`config.mk`:
```
export PLATFORM = sky130hd
export DESIGN_NAME = power_management_command_bank
export DESIGN_NICKNAME = d
export VERILOG_FILES = /design/src/logic/pmbank_pkg.sv /design/src/logic/linear11_to_raw.sv /design/src/logic/power_management_command_bank.sv
export SDC_FILE = /design/constraint.sdc
export NUM_CORES = 1
export LEC_CHECK = 0
export ABC_AREA = 1
export BUFFER_PORTS_ARGS = -buffer_cell sky130_fd_sc_hd__buf_2
export CAP_MARGIN = 10
export CORE_MARGIN = 2
export CORE_UTILIZATION = 30
export CTS_BUF_LIST = sky130_fd_sc_hd__clkbuf_4
export DETAILED_ROUTE_END_ITERATION = 12
export PLACE_DENSITY_LB_ADDON = 0.25
export SYNTH_ARGS = -nofsm -noshare
export SYNTH_HDL_FRONTEND = slang
export SYNTH_SLANG_ARGS = --single-unit
```
`constraint.sdc`:
```
create_clock -name clk -period 3.48 [get_ports clk]
set_clock_uncertainty 0.2 [all_clocks]
set_input_delay 0.522 -clock clk [delete_from_list [all_inputs] [get_ports clk]]
set_output_delay 0.522 -clock clk [all_outputs]
set_load 0.01 [all_outputs]
```
`src/logic/pmbank_pkg.sv`:
```
package pmbank_pkg;
    // ========================================================
    // command codes
    localparam logic [7:0] CMD_STARTUP_TIMEOUT_ACTION = 8'h63;
    localparam logic [7:0] CMD_POWER_DOWN_DELAY       = 8'h64;
    localparam logic [7:0] CMD_POWER_DOWN_RAMP        = 8'h65;
    localparam logic [7:0] CMD_STATUS_BYTE            = 8'h78;
    localparam logic [7:0] CMD_STATUS_WORD            = 8'h79;
    localparam logic [7:0] CMD_VOUT_STATUS            = 8'h7A;
    localparam logic [7:0] CMD_IOUT_STATUS            = 8'h7B;
    localparam logic [7:0] CMD_INPUT_STATUS           = 8'h7C;
    localparam logic [7:0] CMD_TEMP_STATUS            = 8'h7D;
    localparam logic [7:0] CMD_CML_STATUS             = 8'h7E;
    localparam logic [7:0] CMD_VENDOR_STATUS          = 8'h80;
    localparam logic [7:0] CMD_VIN_READING            = 8'h88;
    localparam logic [7:0] CMD_IIN_READING            = 8'h89;
    localparam logic [7:0] CMD_VOUT_READING           = 8'h8B;
    localparam logic [7:0] CMD_IOUT_READING           = 8'h8C;
    localparam logic [7:0] CMD_TEMP_READING           = 8'h8D;
    localparam logic [7:0] CMD_FREQ_READING           = 8'h95;
    localparam logic [7:0] CMD_PROTOCOL_REVISION      = 8'h98;
    localparam logic [7:0] CMD_MAKER_ID               = 8'h99;
    localparam logic [7:0] CMD_MODEL_ID               = 8'h9A;
    localparam logic [7:0] CMD_MAKER_REVISION         = 8'h9B;
    localparam logic [7:0] CMD_SERIAL_ID              = 8'h9E;
    localparam logic [7:0] CMD_MIN_VOUT               = 8'hA4;
    localparam logic [7:0] CMD_MAX_VOUT               = 8'hA5;
    localparam logic [7:0] CMD_CHIP_ID                = 8'hAD;
    localparam logic [7:0] CMD_CHIP_REVISION          = 8'hAE;
    localparam logic [7:0] CMD_AVG_OC_ACTION          = 8'hC4;
    localparam logic [7:0] CMD_AVG_OC_LIMIT           = 8'hC5;
    localparam logic [7:0] CMD_PCT_VOUT_LIMITS        = 8'hC6;
    localparam logic [7:0] CMD_PCT_PGOOD              = 8'hC7;
    localparam logic [7:0] CMD_VENDOR_MODE            = 8'hC8;
    localparam logic [7:0] CMD_BUS_BASE_ADDRESS       = 8'hC9;
    localparam logic [7:0] CMD_SECOND_MAKER_ID        = 8'hCA;
    // ========================================================
    // reset values
    localparam logic [7:0]  RST_STARTUP_TIMEOUT_ACTION = 8'h80;
    localparam logic [15:0] RST_POWER_DOWN_DELAY       = 16'h0000;
    localparam logic [15:0] RST_POWER_DOWN_RAMP        = 16'h0005;
    localparam logic [15:0] RST_MIN_VOUT               = 16'h0100;
    localparam logic [15:0] RST_MAX_VOUT               = 16'h0B01;
    localparam logic [7:0]  RST_AVG_OC_ACTION          = 8'h80;
    localparam logic [15:0] RST_AVG_OC_LIMIT           = 16'hE340;
    localparam logic [15:0] RST_PCT_VOUT_LIMITS        = 16'h06E0;
    localparam logic [7:0]  RST_PCT_PGOOD              = 8'h19;
    localparam logic [7:0]  RST_VENDOR_MODE            = 8'hA0;
    localparam logic [6:0]  RST_BUS_BASE_ADDRESS       = 7'h10;
    // identity defaults: arbitrary neutral values
    localparam logic [7:0]  ID_PROTOCOL_REVISION       = 8'h11;
    localparam logic [7:0]  ID_DATA_BYTE               = 8'h5A;
    localparam logic [15:0] ID_SECOND_MAKER            = 16'h1234;
    // ========================================================
    // block format and fields
    localparam logic [7:0]  BLOCK_COUNT                = 8'h01;
    localparam int          MODE_VOLTAGE_SET_PIN_BIT   = 0;
    localparam int          MODE_LSW_OVW_BIT           = 1;
    localparam int          MODE_DCM_BIT               = 2;
    localparam int          MODE_RSENSE_LSB            = 4;
    localparam int          VSTAT_NVM_FAULT_BIT        = 1;
    localparam int          AVG_OC_LIMIT_MANT_W        = 11;
    localparam int          LINEAR_EXP_LSB             = 11;
endpackage

```
`src/logic/linear11_to_raw.sv`:
```
`timescale 1ns/100ps
// linear11 word to an unsigned value in the same 62.5 mA unit as the averaged current
module linear11_to_raw
    import pmbank_pkg::*;
(
    input  wire logic [15:0] word,
    output logic      [15:0] raw
);
    logic signed [4:0]  exp_s;
    logic        [10:0] mant;
    logic signed [5:0]  shift_s;

    always_comb begin
        exp_s   = signed'(word[15:LINEAR_EXP_LSB]);
        mant    = word[AVG_OC_LIMIT_MANT_W-1:0];
        // telemetry unit is 2^-4 A; shift mantissa by (exp + 4), one bit wider so it cannot wrap
        shift_s = 6'(exp_s) + 6'sd4;
        if (shift_s >= 6'sd0) begin
            raw = 16'(mant) << shift_s;
        end else begin
            raw = 16'(mant) >> (-shift_s);
        end
    end
endmodule // linear11_to_raw

```
`src/logic/power_management_command_bank.sv`:
```
`timescale 1ns/100ps
// How it works
// RULE1: seven-bit bus base address register, resets to 10h, host reads and writes it.
// RULE2: averaged current over the 62.5 mA-step limit (default 52 A) raises the fault action.
// RULE3: vendor mode bit chooses the voltage-set pin as target source; resets to A0h.
// RULE4: vendor mode bits pick low-side switch at overvoltage warning, and conduction mode.
// RULE5: vendor mode bits 7:4 select the input current sense resistor.
// RULE6: host disables regulation before and during any setting change.
// RULE7: host disables regulation before storing or restoring non-volatile settings.
// RULE8: start-up memory fault pulls alert low and sets vendor status bit 1.
// RULE9: second maker identifier is a 16-bit word register, all bits stored.
// RULE10: block identifiers read back count 01h then one byte; other counts refused.
// RULE11: status and telemetry registers ignore host writes.
module power_management_command_bank
    import pmbank_pkg::*;
(
    input  wire logic        clk,
    input  wire logic        rstn,
    input  wire logic        wr_en,
    input  wire logic        rd_en,
    input  wire logic [7:0]  cmd,
    input  wire logic [15:0] wr_data,
    output logic      [15:0] rd_data,
    output logic             rd_valid,
    output logic             cmd_unmapped,
    output logic             wr_refused,
    input  wire logic        nvm_fault_pin,
    input  wire logic        startup_done,
    input  wire logic [15:0] avg_current,
    input  wire logic        avg_current_valid,
    input  wire logic [7:0]  status_byte_in,
    input  wire logic [15:0] status_word_in,
    input  wire logic [7:0]  vout_status_in,
    input  wire logic [7:0]  iout_status_in,
    input  wire logic [7:0]  input_status_in,
    input  wire logic [7:0]  temp_status_in,
    input  wire logic [7:0]  cml_status_in,
    input  wire logic [15:0] vin_reading,
    input  wire logic [15:0] iin_reading,
    input  wire logic [15:0] vout_reading,
    input  wire logic [15:0] iout_reading,
    input  wire logic [15:0] temp_reading,
    input  wire logic [15:0] freq_reading,
    output logic             alert_output_n,
    output logic             avg_overcurrent_fault,
    output logic [7:0]       avg_overcurrent_action,
    output logic [7:0]       startup_timeout_fault_action,
    output logic [15:0]      power_down_delay,
    output logic [15:0]      power_down_ramp_time,
    output logic [15:0]      percent_output_voltage_limits,
    output logic [7:0]       percent_power_good_thresholds,
    output logic             voltage_set_pin_select,
    output logic             low_side_switch_at_overvoltage_warning,
    output logic             discontinuous_conduction,
    output logic [3:0]       input_current_sense_resistor,
    output logic [6:0]       bus_base_address
);
    // ========================================================
    // state
    typedef struct packed {
        logic [7:0]  startup_timeout_action;
        logic [15:0] power_down_delay;
        logic [15:0] power_down_ramp;
        logic [7:0]  avg_oc_action;
        logic [15:0] avg_oc_limit;
        logic [15:0] pct_vout_limits;
        logic [7:0]  pct_pgood;
        logic [7:0]  vendor_mode;
        logic [6:0]  base_address;
        logic [7:0]  maker_id;
        logic [7:0]  model_id;
        logic [7:0]  serial_id;
        logic [15:0] second_maker_id;
        logic        nvm_fault;
        logic        avg_oc_fault;
        logic        fault_s1;
        logic        fault_s2;
        logic        done_s1;
        logic        done_s2;
        logic [15:0] rd_data;
        logic        rd_valid;
        logic        unmapped;
        logic        refused;
    } state_s;

    state_s      st_q;
    state_s      st_d;
    logic [15:0] limit_raw;

    linear11_to_raw u_limit (
        .word (st_q.avg_oc_limit),
        .raw  (limit_raw)
    );

    function automatic logic [15:0] block_word(input logic [7:0] data_byte);
        return {data_byte, BLOCK_COUNT}; // RULE10
    endfunction

    function automatic logic is_block_cmd(input logic [7:0] c);
        return c == CMD_MAKER_ID || c == CMD_MODEL_ID || c == CMD_SERIAL_ID;
    endfunction

    // ========================================================
    // next state
    always_comb begin
        st_d          = st_q;
        st_d.rd_valid = 1'b0;
        st_d.unmapped = 1'b0;
        st_d.refused  = 1'b0;
        st_d.fault_s1 = nvm_fault_pin;
        st_d.fault_s2 = st_q.fault_s1;
        st_d.done_s1  = startup_done;
        st_d.done_s2  = st_q.done_s1;

        // sticky until reset; only sampled during start-up
        if (st_q.fault_s2 && !st_q.done_s2) begin
            st_d.nvm_fault = 1'b1; // RULE8
        end

        if (avg_current_valid) begin
            st_d.avg_oc_fault = avg_current > limit_raw; // RULE2
        end

        if (wr_en) begin
            if (is_block_cmd(cmd) && wr_data[7:0] != BLOCK_COUNT) begin
                st_d.refused = 1'b1; // RULE10
            end else begin
                unique case (cmd)
                    CMD_STARTUP_TIMEOUT_ACTION: st_d.startup_timeout_action = wr_data[7:0];
                    CMD_POWER_DOWN_DELAY:       st_d.power_down_delay       = wr_data;
                    CMD_POWER_DOWN_RAMP:        st_d.power_down_ramp        = wr_data;
                    CMD_AVG_OC_ACTION:          st_d.avg_oc_action          = wr_data[7:0];
                    CMD_AVG_OC_LIMIT:           st_d.avg_oc_limit           = wr_data; // RULE2
                    CMD_PCT_VOUT_LIMITS:        st_d.pct_vout_limits        = wr_data;
                    CMD_PCT_PGOOD:              st_d.pct_pgood              = wr_data[7:0];
                    CMD_VENDOR_MODE:            st_d.vendor_mode            = wr_data[7:0]; // RULE3
                    CMD_BUS_BASE_ADDRESS:       st_d.base_address           = wr_data[6:0]; // RULE1
                    CMD_MAKER_ID:               st_d.maker_id               = wr_data[15:8];
                    CMD_MODEL_ID:               st_d.model_id               = wr_data[15:8];
                    CMD_SERIAL_ID:              st_d.serial_id              = wr_data[15:8];
                    CMD_SECOND_MAKER_ID:        st_d.second_maker_id        = wr_data; // RULE9
                    CMD_STATUS_BYTE, CMD_STATUS_WORD, CMD_VOUT_STATUS, CMD_IOUT_STATUS,
                    CMD_INPUT_STATUS, CMD_TEMP_STATUS, CMD_CML_STATUS, CMD_VENDOR_STATUS,
                    CMD_VIN_READING, CMD_IIN_READING, CMD_VOUT_READING, CMD_IOUT_READING,
                    CMD_TEMP_READING, CMD_FREQ_READING, CMD_PROTOCOL_REVISION,
                    CMD_MAKER_REVISION, CMD_MIN_VOUT, CMD_MAX_VOUT, CMD_CHIP_ID,
                    CMD_CHIP_REVISION:          st_d.refused = 1'b1; // RULE11
                    default:                    st_d.unmapped = 1'b1;
                endcase
            end
        end else if (rd_en) begin
            st_d.rd_valid = 1'b1;
            st_d.rd_data  = 16'h0000;
            unique case (cmd)
                CMD_STARTUP_TIMEOUT_ACTION: st_d.rd_data = {8'h00, st_q.startup_timeout_action};
                CMD_POWER_DOWN_DELAY:       st_d.rd_data = st_q.power_down_delay;
                CMD_POWER_DOWN_RAMP:        st_d.rd_data = st_q.power_down_ramp;
                CMD_STATUS_BYTE:            st_d.rd_data = {8'h00, status_byte_in};
                CMD_STATUS_WORD:            st_d.rd_data = status_word_in;
                CMD_VOUT_STATUS:            st_d.rd_data = {8'h00, vout_status_in};
                CMD_IOUT_STATUS:            st_d.rd_data = {8'h00, iout_status_in};
                CMD_INPUT_STATUS:           st_d.rd_data = {8'h00, input_status_in};
                CMD_TEMP_STATUS:            st_d.rd_data = {8'h00, temp_status_in};
                CMD_CML_STATUS:             st_d.rd_data = {8'h00, cml_status_in};
                CMD_VENDOR_STATUS:
                    st_d.rd_data = 16'(st_q.nvm_fault) << VSTAT_NVM_FAULT_BIT; // RULE8
                CMD_VIN_READING:            st_d.rd_data = vin_reading;
                CMD_IIN_READING:            st_d.rd_data = iin_reading;
                CMD_VOUT_READING:           st_d.rd_data = vout_reading;
                CMD_IOUT_READING:           st_d.rd_data = iout_reading;
                CMD_TEMP_READING:           st_d.rd_data = temp_reading;
                CMD_FREQ_READING:           st_d.rd_data = freq_reading;
                CMD_PROTOCOL_REVISION:      st_d.rd_data = {8'h00, ID_PROTOCOL_REVISION};
                CMD_MAKER_ID:               st_d.rd_data = block_word(st_q.maker_id);
                CMD_MODEL_ID:               st_d.rd_data = block_word(st_q.model_id);
                CMD_MAKER_REVISION:         st_d.rd_data = block_word(ID_DATA_BYTE);
                CMD_SERIAL_ID:              st_d.rd_data = block_word(st_q.serial_id);
                CMD_MIN_VOUT:               st_d.rd_data = RST_MIN_VOUT;
                CMD_MAX_VOUT:               st_d.rd_data = RST_MAX_VOUT;
                CMD_CHIP_ID:                st_d.rd_data = block_word(ID_DATA_BYTE);
                CMD_CHIP_REVISION:          st_d.rd_data = block_word(ID_DATA_BYTE);
                CMD_AVG_OC_ACTION:          st_d.rd_data = {8'h00, st_q.avg_oc_action};
                CMD_AVG_OC_LIMIT:           st_d.rd_data = st_q.avg_oc_limit;
                CMD_PCT_VOUT_LIMITS:        st_d.rd_data = st_q.pct_vout_limits;
                CMD_PCT_PGOOD:              st_d.rd_data = {8'h00, st_q.pct_pgood};
                CMD_VENDOR_MODE:            st_d.rd_data = {8'h00, st_q.vendor_mode};
                CMD_BUS_BASE_ADDRESS:       st_d.rd_data = {9'h000, st_q.base_address}; // RULE1
                CMD_SECOND_MAKER_ID:        st_d.rd_data = st_q.second_maker_id; // RULE9
                default:                    st_d.unmapped = 1'b1;
            endcase
        end
    end

    // ========================================================
    // registers
    always_ff @(posedge clk or negedge rstn) begin
        if (!rstn) begin
            st_q                        <= '0;
            st_q.startup_timeout_action <= RST_STARTUP_TIMEOUT_ACTION;
            st_q.power_down_delay       <= RST_POWER_DOWN_DELAY;
            st_q.power_down_ramp        <= RST_POWER_DOWN_RAMP;
            st_q.avg_oc_action          <= RST_AVG_OC_ACTION;
            st_q.avg_oc_limit           <= RST_AVG_OC_LIMIT;
            st_q.pct_vout_limits        <= RST_PCT_VOUT_LIMITS;
            st_q.pct_pgood              <= RST_PCT_PGOOD;
            st_q.vendor_mode            <= RST_VENDOR_MODE; // RULE3
            st_q.base_address           <= RST_BUS_BASE_ADDRESS; // RULE1
            st_q.maker_id               <= ID_DATA_BYTE;
            st_q.model_id               <= ID_DATA_BYTE;
            st_q.serial_id              <= ID_DATA_BYTE;
            st_q.second_maker_id        <= ID_SECOND_MAKER;
        end else begin
            st_q <= st_d;
        end
    end

    // ========================================================
    // outputs
    assign rd_data                       = st_q.rd_data;
    assign rd_valid                      = st_q.rd_valid;
    assign cmd_unmapped                  = st_q.unmapped;
    assign wr_refused                    = st_q.refused;
    assign alert_output_n                = ~st_q.nvm_fault; // RULE8
    assign avg_overcurrent_fault         = st_q.avg_oc_fault;
    assign avg_overcurrent_action        = st_q.avg_oc_action;
    assign startup_timeout_fault_action  = st_q.startup_timeout_action;
    assign power_down_delay              = st_q.power_down_delay;
    assign power_down_ramp_time          = st_q.power_down_ramp;
    assign percent_output_voltage_limits = st_q.pct_vout_limits;
    assign percent_power_good_thresholds = st_q.pct_pgood;
    assign voltage_set_pin_select        = st_q.vendor_mode[MODE_VOLTAGE_SET_PIN_BIT]; // RULE3
    assign low_side_switch_at_overvoltage_warning = st_q.vendor_mode[MODE_LSW_OVW_BIT]; // RULE4
    assign discontinuous_conduction      = st_q.vendor_mode[MODE_DCM_BIT]; // RULE4
    assign input_current_sense_resistor  = st_q.vendor_mode[MODE_RSENSE_LSB +: 4]; // RULE5
    assign bus_base_address              = st_q.base_address;

    // ========================================================
    // checks
    AST_BASE_WRITE: assert property (@(posedge clk) disable iff (!rstn) // RULE1
        wr_en && cmd == CMD_BUS_BASE_ADDRESS |=> bus_base_address == $past(wr_data[6:0]))
        else $error("base address not written");
    AST_OC_FAULT: assert property (@(posedge clk) disable iff (!rstn) // RULE2
        avg_current_valid && avg_current > limit_raw |=> avg_overcurrent_fault)
        else $error("average overcurrent missed");
    AST_VOLTAGE_SET_PIN: assert property (@(posedge clk) disable iff (!rstn) // RULE3
        wr_en && cmd == CMD_VENDOR_MODE |=> voltage_set_pin_select == $past(wr_data[0]))
        else $error("voltage-set select wrong");
    AST_LSW: assert property (@(posedge clk) disable iff (!rstn) // RULE4
        wr_en && cmd == CMD_VENDOR_MODE |=> low_side_switch_at_overvoltage_warning
            == $past(wr_data[1]) && discontinuous_conduction == $past(wr_data[2]))
        else $error("mode controls wrong");
    AST_RSENSE: assert property (@(posedge clk) disable iff (!rstn) // RULE5
        wr_en && cmd == CMD_VENDOR_MODE |=> input_current_sense_resistor == $past(wr_data[7:4]))
        else $error("sense resistor field wrong");
    AST_NVM_ALERT: assert property (@(posedge clk) disable iff (!rstn) // RULE8
        nvm_fault_pin && !startup_done ##1 nvm_fault_pin && !startup_done
            |=> ##1 !alert_output_n)
        else $error("alert not asserted on memory fault");
    AST_ID2: assert property (@(posedge clk) disable iff (!rstn) // RULE9
        wr_en && cmd == CMD_SECOND_MAKER_ID |=> st_q.second_maker_id == $past(wr_data))
        else $error("second maker id lost bits");
    AST_BLOCK_COUNT: assert property (@(posedge clk) disable iff (!rstn) // RULE10
        rd_en && !wr_en && is_block_cmd(cmd) |=> rd_data[7:0] == BLOCK_COUNT)
        else $error("block count not 01h");
    AST_RO: assert property (@(posedge clk) disable iff (!rstn) // RULE11
        wr_en && cmd == CMD_MIN_VOUT |=> wr_refused)
        else $error("read-only write not refused");
endmodule // power_management_command_bank

```
# ---- Word level (Yosys, flattened, before mapping)
# Index checks and enable logic that the tools add are counted.
dict set report word_totals {
  register_bits 168
  in_bits 207
  out_inout_bits 107
  wordCells 98
}
dict set report op_classes {
  addsub 2
  magnitude_cmp 2
  eq_ne 34
  shifts 2
  muxes 10
  n_bitwise 3
  reduce_logical 22
}
# op n
set ops {}
lappend ops {{16-bit case mux with 31 select lines} 1}
lappend ops {{8-bit equality test, second input constant} 23}
lappend ops {{8-bit by 7-bit equality test with 1-bit output, second input constant} 10}
lappend ops {{3-bit AND reduction} 13}
lappend ops {{33-bit OR reduction} 1}
lappend ops {{20-bit OR reduction} 1}
lappend ops {{16-bit greater-than comparator} 1}
lappend ops {{16-bit two-way mux} 1}
lappend ops {{11-bit by 6-bit << shifter with 16-bit output} 1}
lappend ops {{11-bit by 6-bit >> shifter with 16-bit output} 1}
lappend ops {{8-bit by 1-bit inequality test with 1-bit output, second input constant} 1}
lappend ops {{1-bit two-way mux} 7}
lappend ops {{5-bit by 4-bit adder with 6-bit output, second input constant} 1}
lappend ops {{6-bit by 1-bit >= comparator with 1-bit output, second input constant} 1}
lappend ops {{6-bit negator} 1}
lappend ops {{1-bit NOT} 3}
lappend ops {{3-bit OR reduction} 1}
lappend ops {{1-bit logical AND} 2}
lappend ops {{1-bit logical OR} 2}
lappend ops {{2-bit two-way mux} 1}
lappend ops {{2-bit AND reduction} 1}
lappend ops {{1-bit logical NOT} 1}

# ---- Logic depth before layout (Yosys ltp)
dict set report logic_depth {
  ltp_word 6
  ltp_mapped 24
  mapped_depth_nobuf 23
}

# ---- Cells and area by module
# From an unflattened synthesis, not the netlist that was laid out.
dict set report unflattened {
  cells_unflattened 1771
  area_unflattened_um2 11954.0
}
# mod instances cells_per_inst area_per_inst_um2
set modules_own_cells {}
lappend modules_own_cells {power_management_command_bank 1 1523 10710.3}
lappend modules_own_cells {linear11_to_raw 1 248 1243.7}

# ---- Worst setup path before layout
# Ideal clock, no wire load.
dict set report synth_timing {
  kind {reg2reg}
  from {register st_q[115] in the netlist's numbering}
  to {register st_q, in the netlist avg_overcurrent_fault}
  arrival_ns 2.896
  setup_slack_ns 0.258
  stages_incl_launch_ff 24
  n_path_buf 4
  period_less_slack_ns 3.222
  path_cell_list {dfrtp_1 buf_2 clkinv_1 clkbuf_1 ha_1 clkbuf_1 inv_1 clkbuf_1 nand3_1 nand2_1 a21oi_1 nand2_1 a21oi_1 ha_1 inv_1 nor2_1 nor2_1 o21ai_0 nand4_1 nand3_1 nand2_1 nand3_1 nand2_1 o21ai_0}
}
dict set report synth_between {
  elab_chain_len 5
  word_cells_on_any_way 7
}
# element line
set synth_rtl {}
lappend synth_rtl {{start: declaration} power_management_command_bank.sv:86} ;# state_s st_q;
lappend synth_rtl {{start signal: assignment} power_management_command_bank.sv:213} ;# st_q <= st_d;
lappend synth_rtl {{5-bit by 4-bit adder with 6-bit output *} linear11_to_raw.sv:17} ;# shift_s = 6'(exp_s) + 6'sd4;
lappend synth_rtl {{6-bit negator} linear11_to_raw.sv:21} ;# raw = 16'(mant) >> (-shift_s);
lappend synth_rtl {{11-bit by 6-bit >> shifter with 16-bit output} linear11_to_raw.sv:21}
lappend synth_rtl {{16-bit two-way mux *} linear11_to_raw.sv:18} ;# if (shift_s >= 6'sd0) begin
lappend synth_rtl {{16-bit greater-than comparator *} power_management_command_bank.sv:121} ;# st_d.avg_oc_fault = avg_current > limit_raw;
# Every way passes the cells marked *; elsewhere a longest branch is shown, timed or not.
# A chain may end at the register's enable or synchronous reset.

# ---- Worst setup path in the final report
dict set report layout_timing {
  from {register st_q[117] in the netlist's numbering}
  to {register st_q, in the netlist avg_overcurrent_fault}
}
# Same word-level chain as after synthesis.

==> impl_results.md <==
- Run status: finished, final reports clean
- Count of state elements after synthesis: 168
- Cell types with the highest counts after synthesis: nand2_1, o21ai_0, dfrtp_1
- Maximum clock rate: between 300 and 400 MHz
- Top-level I/O count: roughly 310
- Starting density of the core: 30.44%
- Post-route cell area: ~13000 sq um
- Highest ir drop seen on vdd: roughly 0.18 mV
- Leak Pwr: approximately 6.9 nW
- Fraction of registers with async set or reset after synthesis: 100.0%
- Area of placed instances: about 13000 sq um
- Largest cells by area after synthesis: dfrtp_1, nand2_1, dfstp_2, o21ai_0, buf_4
- Final Max Slew Viols: 0
- Worst hold path type: in -> reg
- WP data arrival: ~3.5 ns
- Number of standard cells after synthesis: approximately 1600
- Power Dens Cells: approximately 310 nW/um^2
- Relative area change from synthesis to final layout: 17.30%
- DRC violation count after routing: 0
- Critical path endpoint category: register
- Count of final setup violators: 0
- Starting DRC count in detailed routing: about 800
- Sequential standard cell area: around 4300 sq um
- Count leader, synth: nand2_1
- Final ANT Viol Nets: 0
- DPL Wire Length: around 37 mm
- Antenna violations before repair: 9
- Mean number of vias per cell: ~5
- Count of final hold-check violations: 0
- EDFF count, synth: 0
- Global-route wire length before repair: 68.81 mm
- Slew of the pin with the lowest slew margin: between 0.7 and 0.8 ns
- Clock sink total: roughly 170
- Latest clock arrival within the worst-skew pair: about 0.61 ns
- Gr usage total: 23.93%
- Aggregate global routing overflow: 0
- Post-synthesis sequential area ratio: a little under two fifths
- Horizontal extent of the die: between 150 and 200 um
- Cell type with the highest aggregate area in the netlist: dfrtp_1
- Post-CTS clock slew at the launch and capture registers of the worst setup and hold paths: between 0.15 and 0.2 ns
- Minimum clock period after layout: between 3 and 4 ns
- Maximum single-stage delay on the critical path: between 0.6 and 0.7 ns
- Total internal power: 0.002782 W
- Via count: about 12000
- Final WL: ~47 mm
- Sw Ratio: between 30% and 40%
- Layout filler cell count: slightly below 4000
- Final weighted congestion in routability-driven placement: approximately 0.94
- Area of the multi-input gates: around 5400 sq um
- Root buffer cell: clkbuf_4
- Global routing met2 resource utilization: 38.39%
- Number of library cell types mapped by synthesis: 39
- Most common cell on crit path: nand3_1
- Area of the mapped netlist: around 11000 sq um
- Number of global-route vias before repair: about 11000
- Busiest metal layer after global routing: met2
- Share of total power in combinational logic: 17.9%
- Global routing usage on met3: between 5 and 6%
- Standard cell core area: roughly 37000 sq um
- H-tree depth: 4
- Nets@finish: between 2000 and 2500
- Port Buf Inserts: roughly 310
- Worst setup path category: reg -> reg
- Floorplan die height: 196.5 um
- Total number of yosys warnings: 0
- Slowest library cell on the worst path: dfstp_2
- Drt pass-1 iters: 5
- TritonCTS clock tree: built
- Commonest register cell after synthesis: dfrtp_1
- Number of nets produced by synthesis: ~1800
- Max cap viols: 0
- Fraction of final layout cells with drive strength greater than 1: about a quarter
- Worst rel slew slack: roughly 47%
- Hold slack final: between 0.1 and 0.15 ns
- Nature of the critical path startpoint: register
- Critical path peak fanout: 8
- Switching component of the power: 0.001318 W
- Final Cycle Share: around 93%
- Met1 Use GR: about a third
- Wirelength per Cell: around 20 um
- Sequence of cells on the critical path: ha_1 > buf_4 > xor2_1 > inv_1 > nand3_1 > a31oi_1 > a21oi_1 > ha_1 > a21oi_1 > o21ai_0 > nand4_1 > nand3_1 > nand2_1 > nand3_1 > nand2_1 > o21ai_0
- Area of the die: 38610 sq um
- Largest buffer count on any clock path: 2
- Fraction of power consumed by sequential logic: 52.1%
- Worst setup slack after layout: 0.2492 ns
- Yosys top cell area share: ~29%
- Post-Place Cells: around 2300
- Clock Power Share: 30.0%
- Worst setup slack before clock tree synthesis: 0.1398 ns
- Synthesized area per cell: ~7.0 sq um
- Maximum number of pins on one net before global-route repair: 69
- Site Rows: 70
- Fin cells: 2319
- Inserted Clock Buffers: 17
- Critical Path RT: ~3.8 ns
- Setup slack, reg-to-reg: 0.25 ns
[kinds of logic (layout without fill, tap and decap cells)]
family | after synthesis | count (layout) | synth area share [%]
AO/OA/AOI/OAI | 259 | 259 | 12.35
XOR/XNOR | 3 | 3 | 0.2364
flip-flops | 168 | 168 | 38.24
adder cells (fa/ha/maj) | 19 | 19 | 2.138
AND/OR/NAND/NOR | 879 | 880 | 33.15
multiplexers | 1 | 1 | 0.09004
other | 0 | 3 | 0
buffers and inverters | 260 | 518 | 13.80
[power groups by stage]
| stage | Clock [W] | Sequential [W] | Combinational [W] |
|---|---|---|---|
| 2_1_floorplan | 0 | 0.00215 | 0.000400 |
| 3_3_place_gp | 0 | 0.00217 | 0.000717 |
| 3_5_place_dp | 0 | 0.00217 | 0.000718 |
| 4_1_cts | 0.00126 | 0.00214 | 0.000727 |
| 5_1_grt | 0.00134 | 0.00215 | 0.000821 |
| 6_report | 0.00123 | 0.00214 | 0.000733 |
[worst paths after layout]
| path | cells after the start | startpoint | end |
|---|---|---|---|
| setup / recovery | 16 | st_q[117] | avg_overcurrent_fault |
| max in group asynchronous | 3 | rstn | st_q[37] |
| setup reg to reg | 16 | st_q[117] | avg_overcurrent_fault |
| hold / removal | 5 | iout_reading[14] | rd_data[14] |
| min in group asynchronous | 2 | rstn | power_down_ramp_time[15] |
| hold reg to reg | 0 | st_d[19] | st_q[19] |
[sequential cells by signal, indices dropped and copies added, names as in the netlist]
signal / flops
percent_output_voltage_limits: 16
power_down_delay: 16
avg_overcurrent_action: 8
input_current_sense_resistor: 4
rd_valid: 1
avg_overcurrent_fault: 1
rd_data: 16
startup_timeout_fault_action: 8
percent_power_good_thresholds: 8
wr_refused: 1
low_side_switch_at_overvoltage_warning: 1
discontinuous_conduction: 1
power_down_ramp_time: 16
cmd_unmapped: 1
voltage_set_pin_select: 1
bus_base_address: 7
st_q: 60
st_d: 2
[what timing repair did]
action / in CTS / in global routing
hold endpoints to repair: 76 / 0
resized for setup: 0 / 9
setup buffers: 0 / 6
hold buffers: 6 / 0
endpoints found under the setup margin: 0 / 1
[cell type report]
class | instances | area share (%)
tap | 468 | 4.491
clock inverter | 15 | 1.257
multi-input combinational | 1162 | 41.11
timing repair buffer | 387 | 16.63
inverter | 99 | 2.879
antenna | 3 | 0.05757
clock buffer | 17 | 0.9787
sequential | 168 | 32.60
[cell usage in the layout, fill, tap and decap left out, types with 5 or more instances in the layout]
cell type	instances
nor2_1	86
dfstp_2	38
o21ai_0	174
a31oi_1	6
inv_6	7
clkbuf_4	17
inv_1	90
nand4_1	39
ha_1	19
dfrtp_1	130
dlygate4sd3_1	6
nand2_4	12
nor3_1	17
a22o_1	7
nand2_1	607
a21oi_1	39
buf_2	312
o21ai_1	16
nor2_2	5
buf_4	66
nand3_1	104
clkinv_1	5
[routing by layer]
layer	vias up	wire length [um]	share of wire, %
met2	465	21220	46
met1	5429	20490	44
li1	5571	-	-
met4	12	1348	2.9
met3	84	3421	7.3
met5	-	85	0.18
[worst max-delay path: cells and delay by family (launching register included)]
kind                     cells  cell delay, ns
AO/OA/AOI/OAI                5            0.69
flip-flops                   1            0.61
AND/OR/NAND/NOR              6            0.60
adder cells (fa/ha/maj)      2            0.59
buffers and inverters        2            0.28
XOR/XNOR                     1            0.17
[metrics by stage]
stage                     total power, W  setup TNS, ns  util [%]
final                           0.004100              0     35.70
after global routing            0.004310       -0.03146     35.70
after CTS                       0.004121              0     35.47
after detailed placement        0.002888              0     34.51
after global placement          0.002884              0     34.51
after floorplan                 0.002546              0         -
No activity file was read; power rests on OpenSTA's default activity.
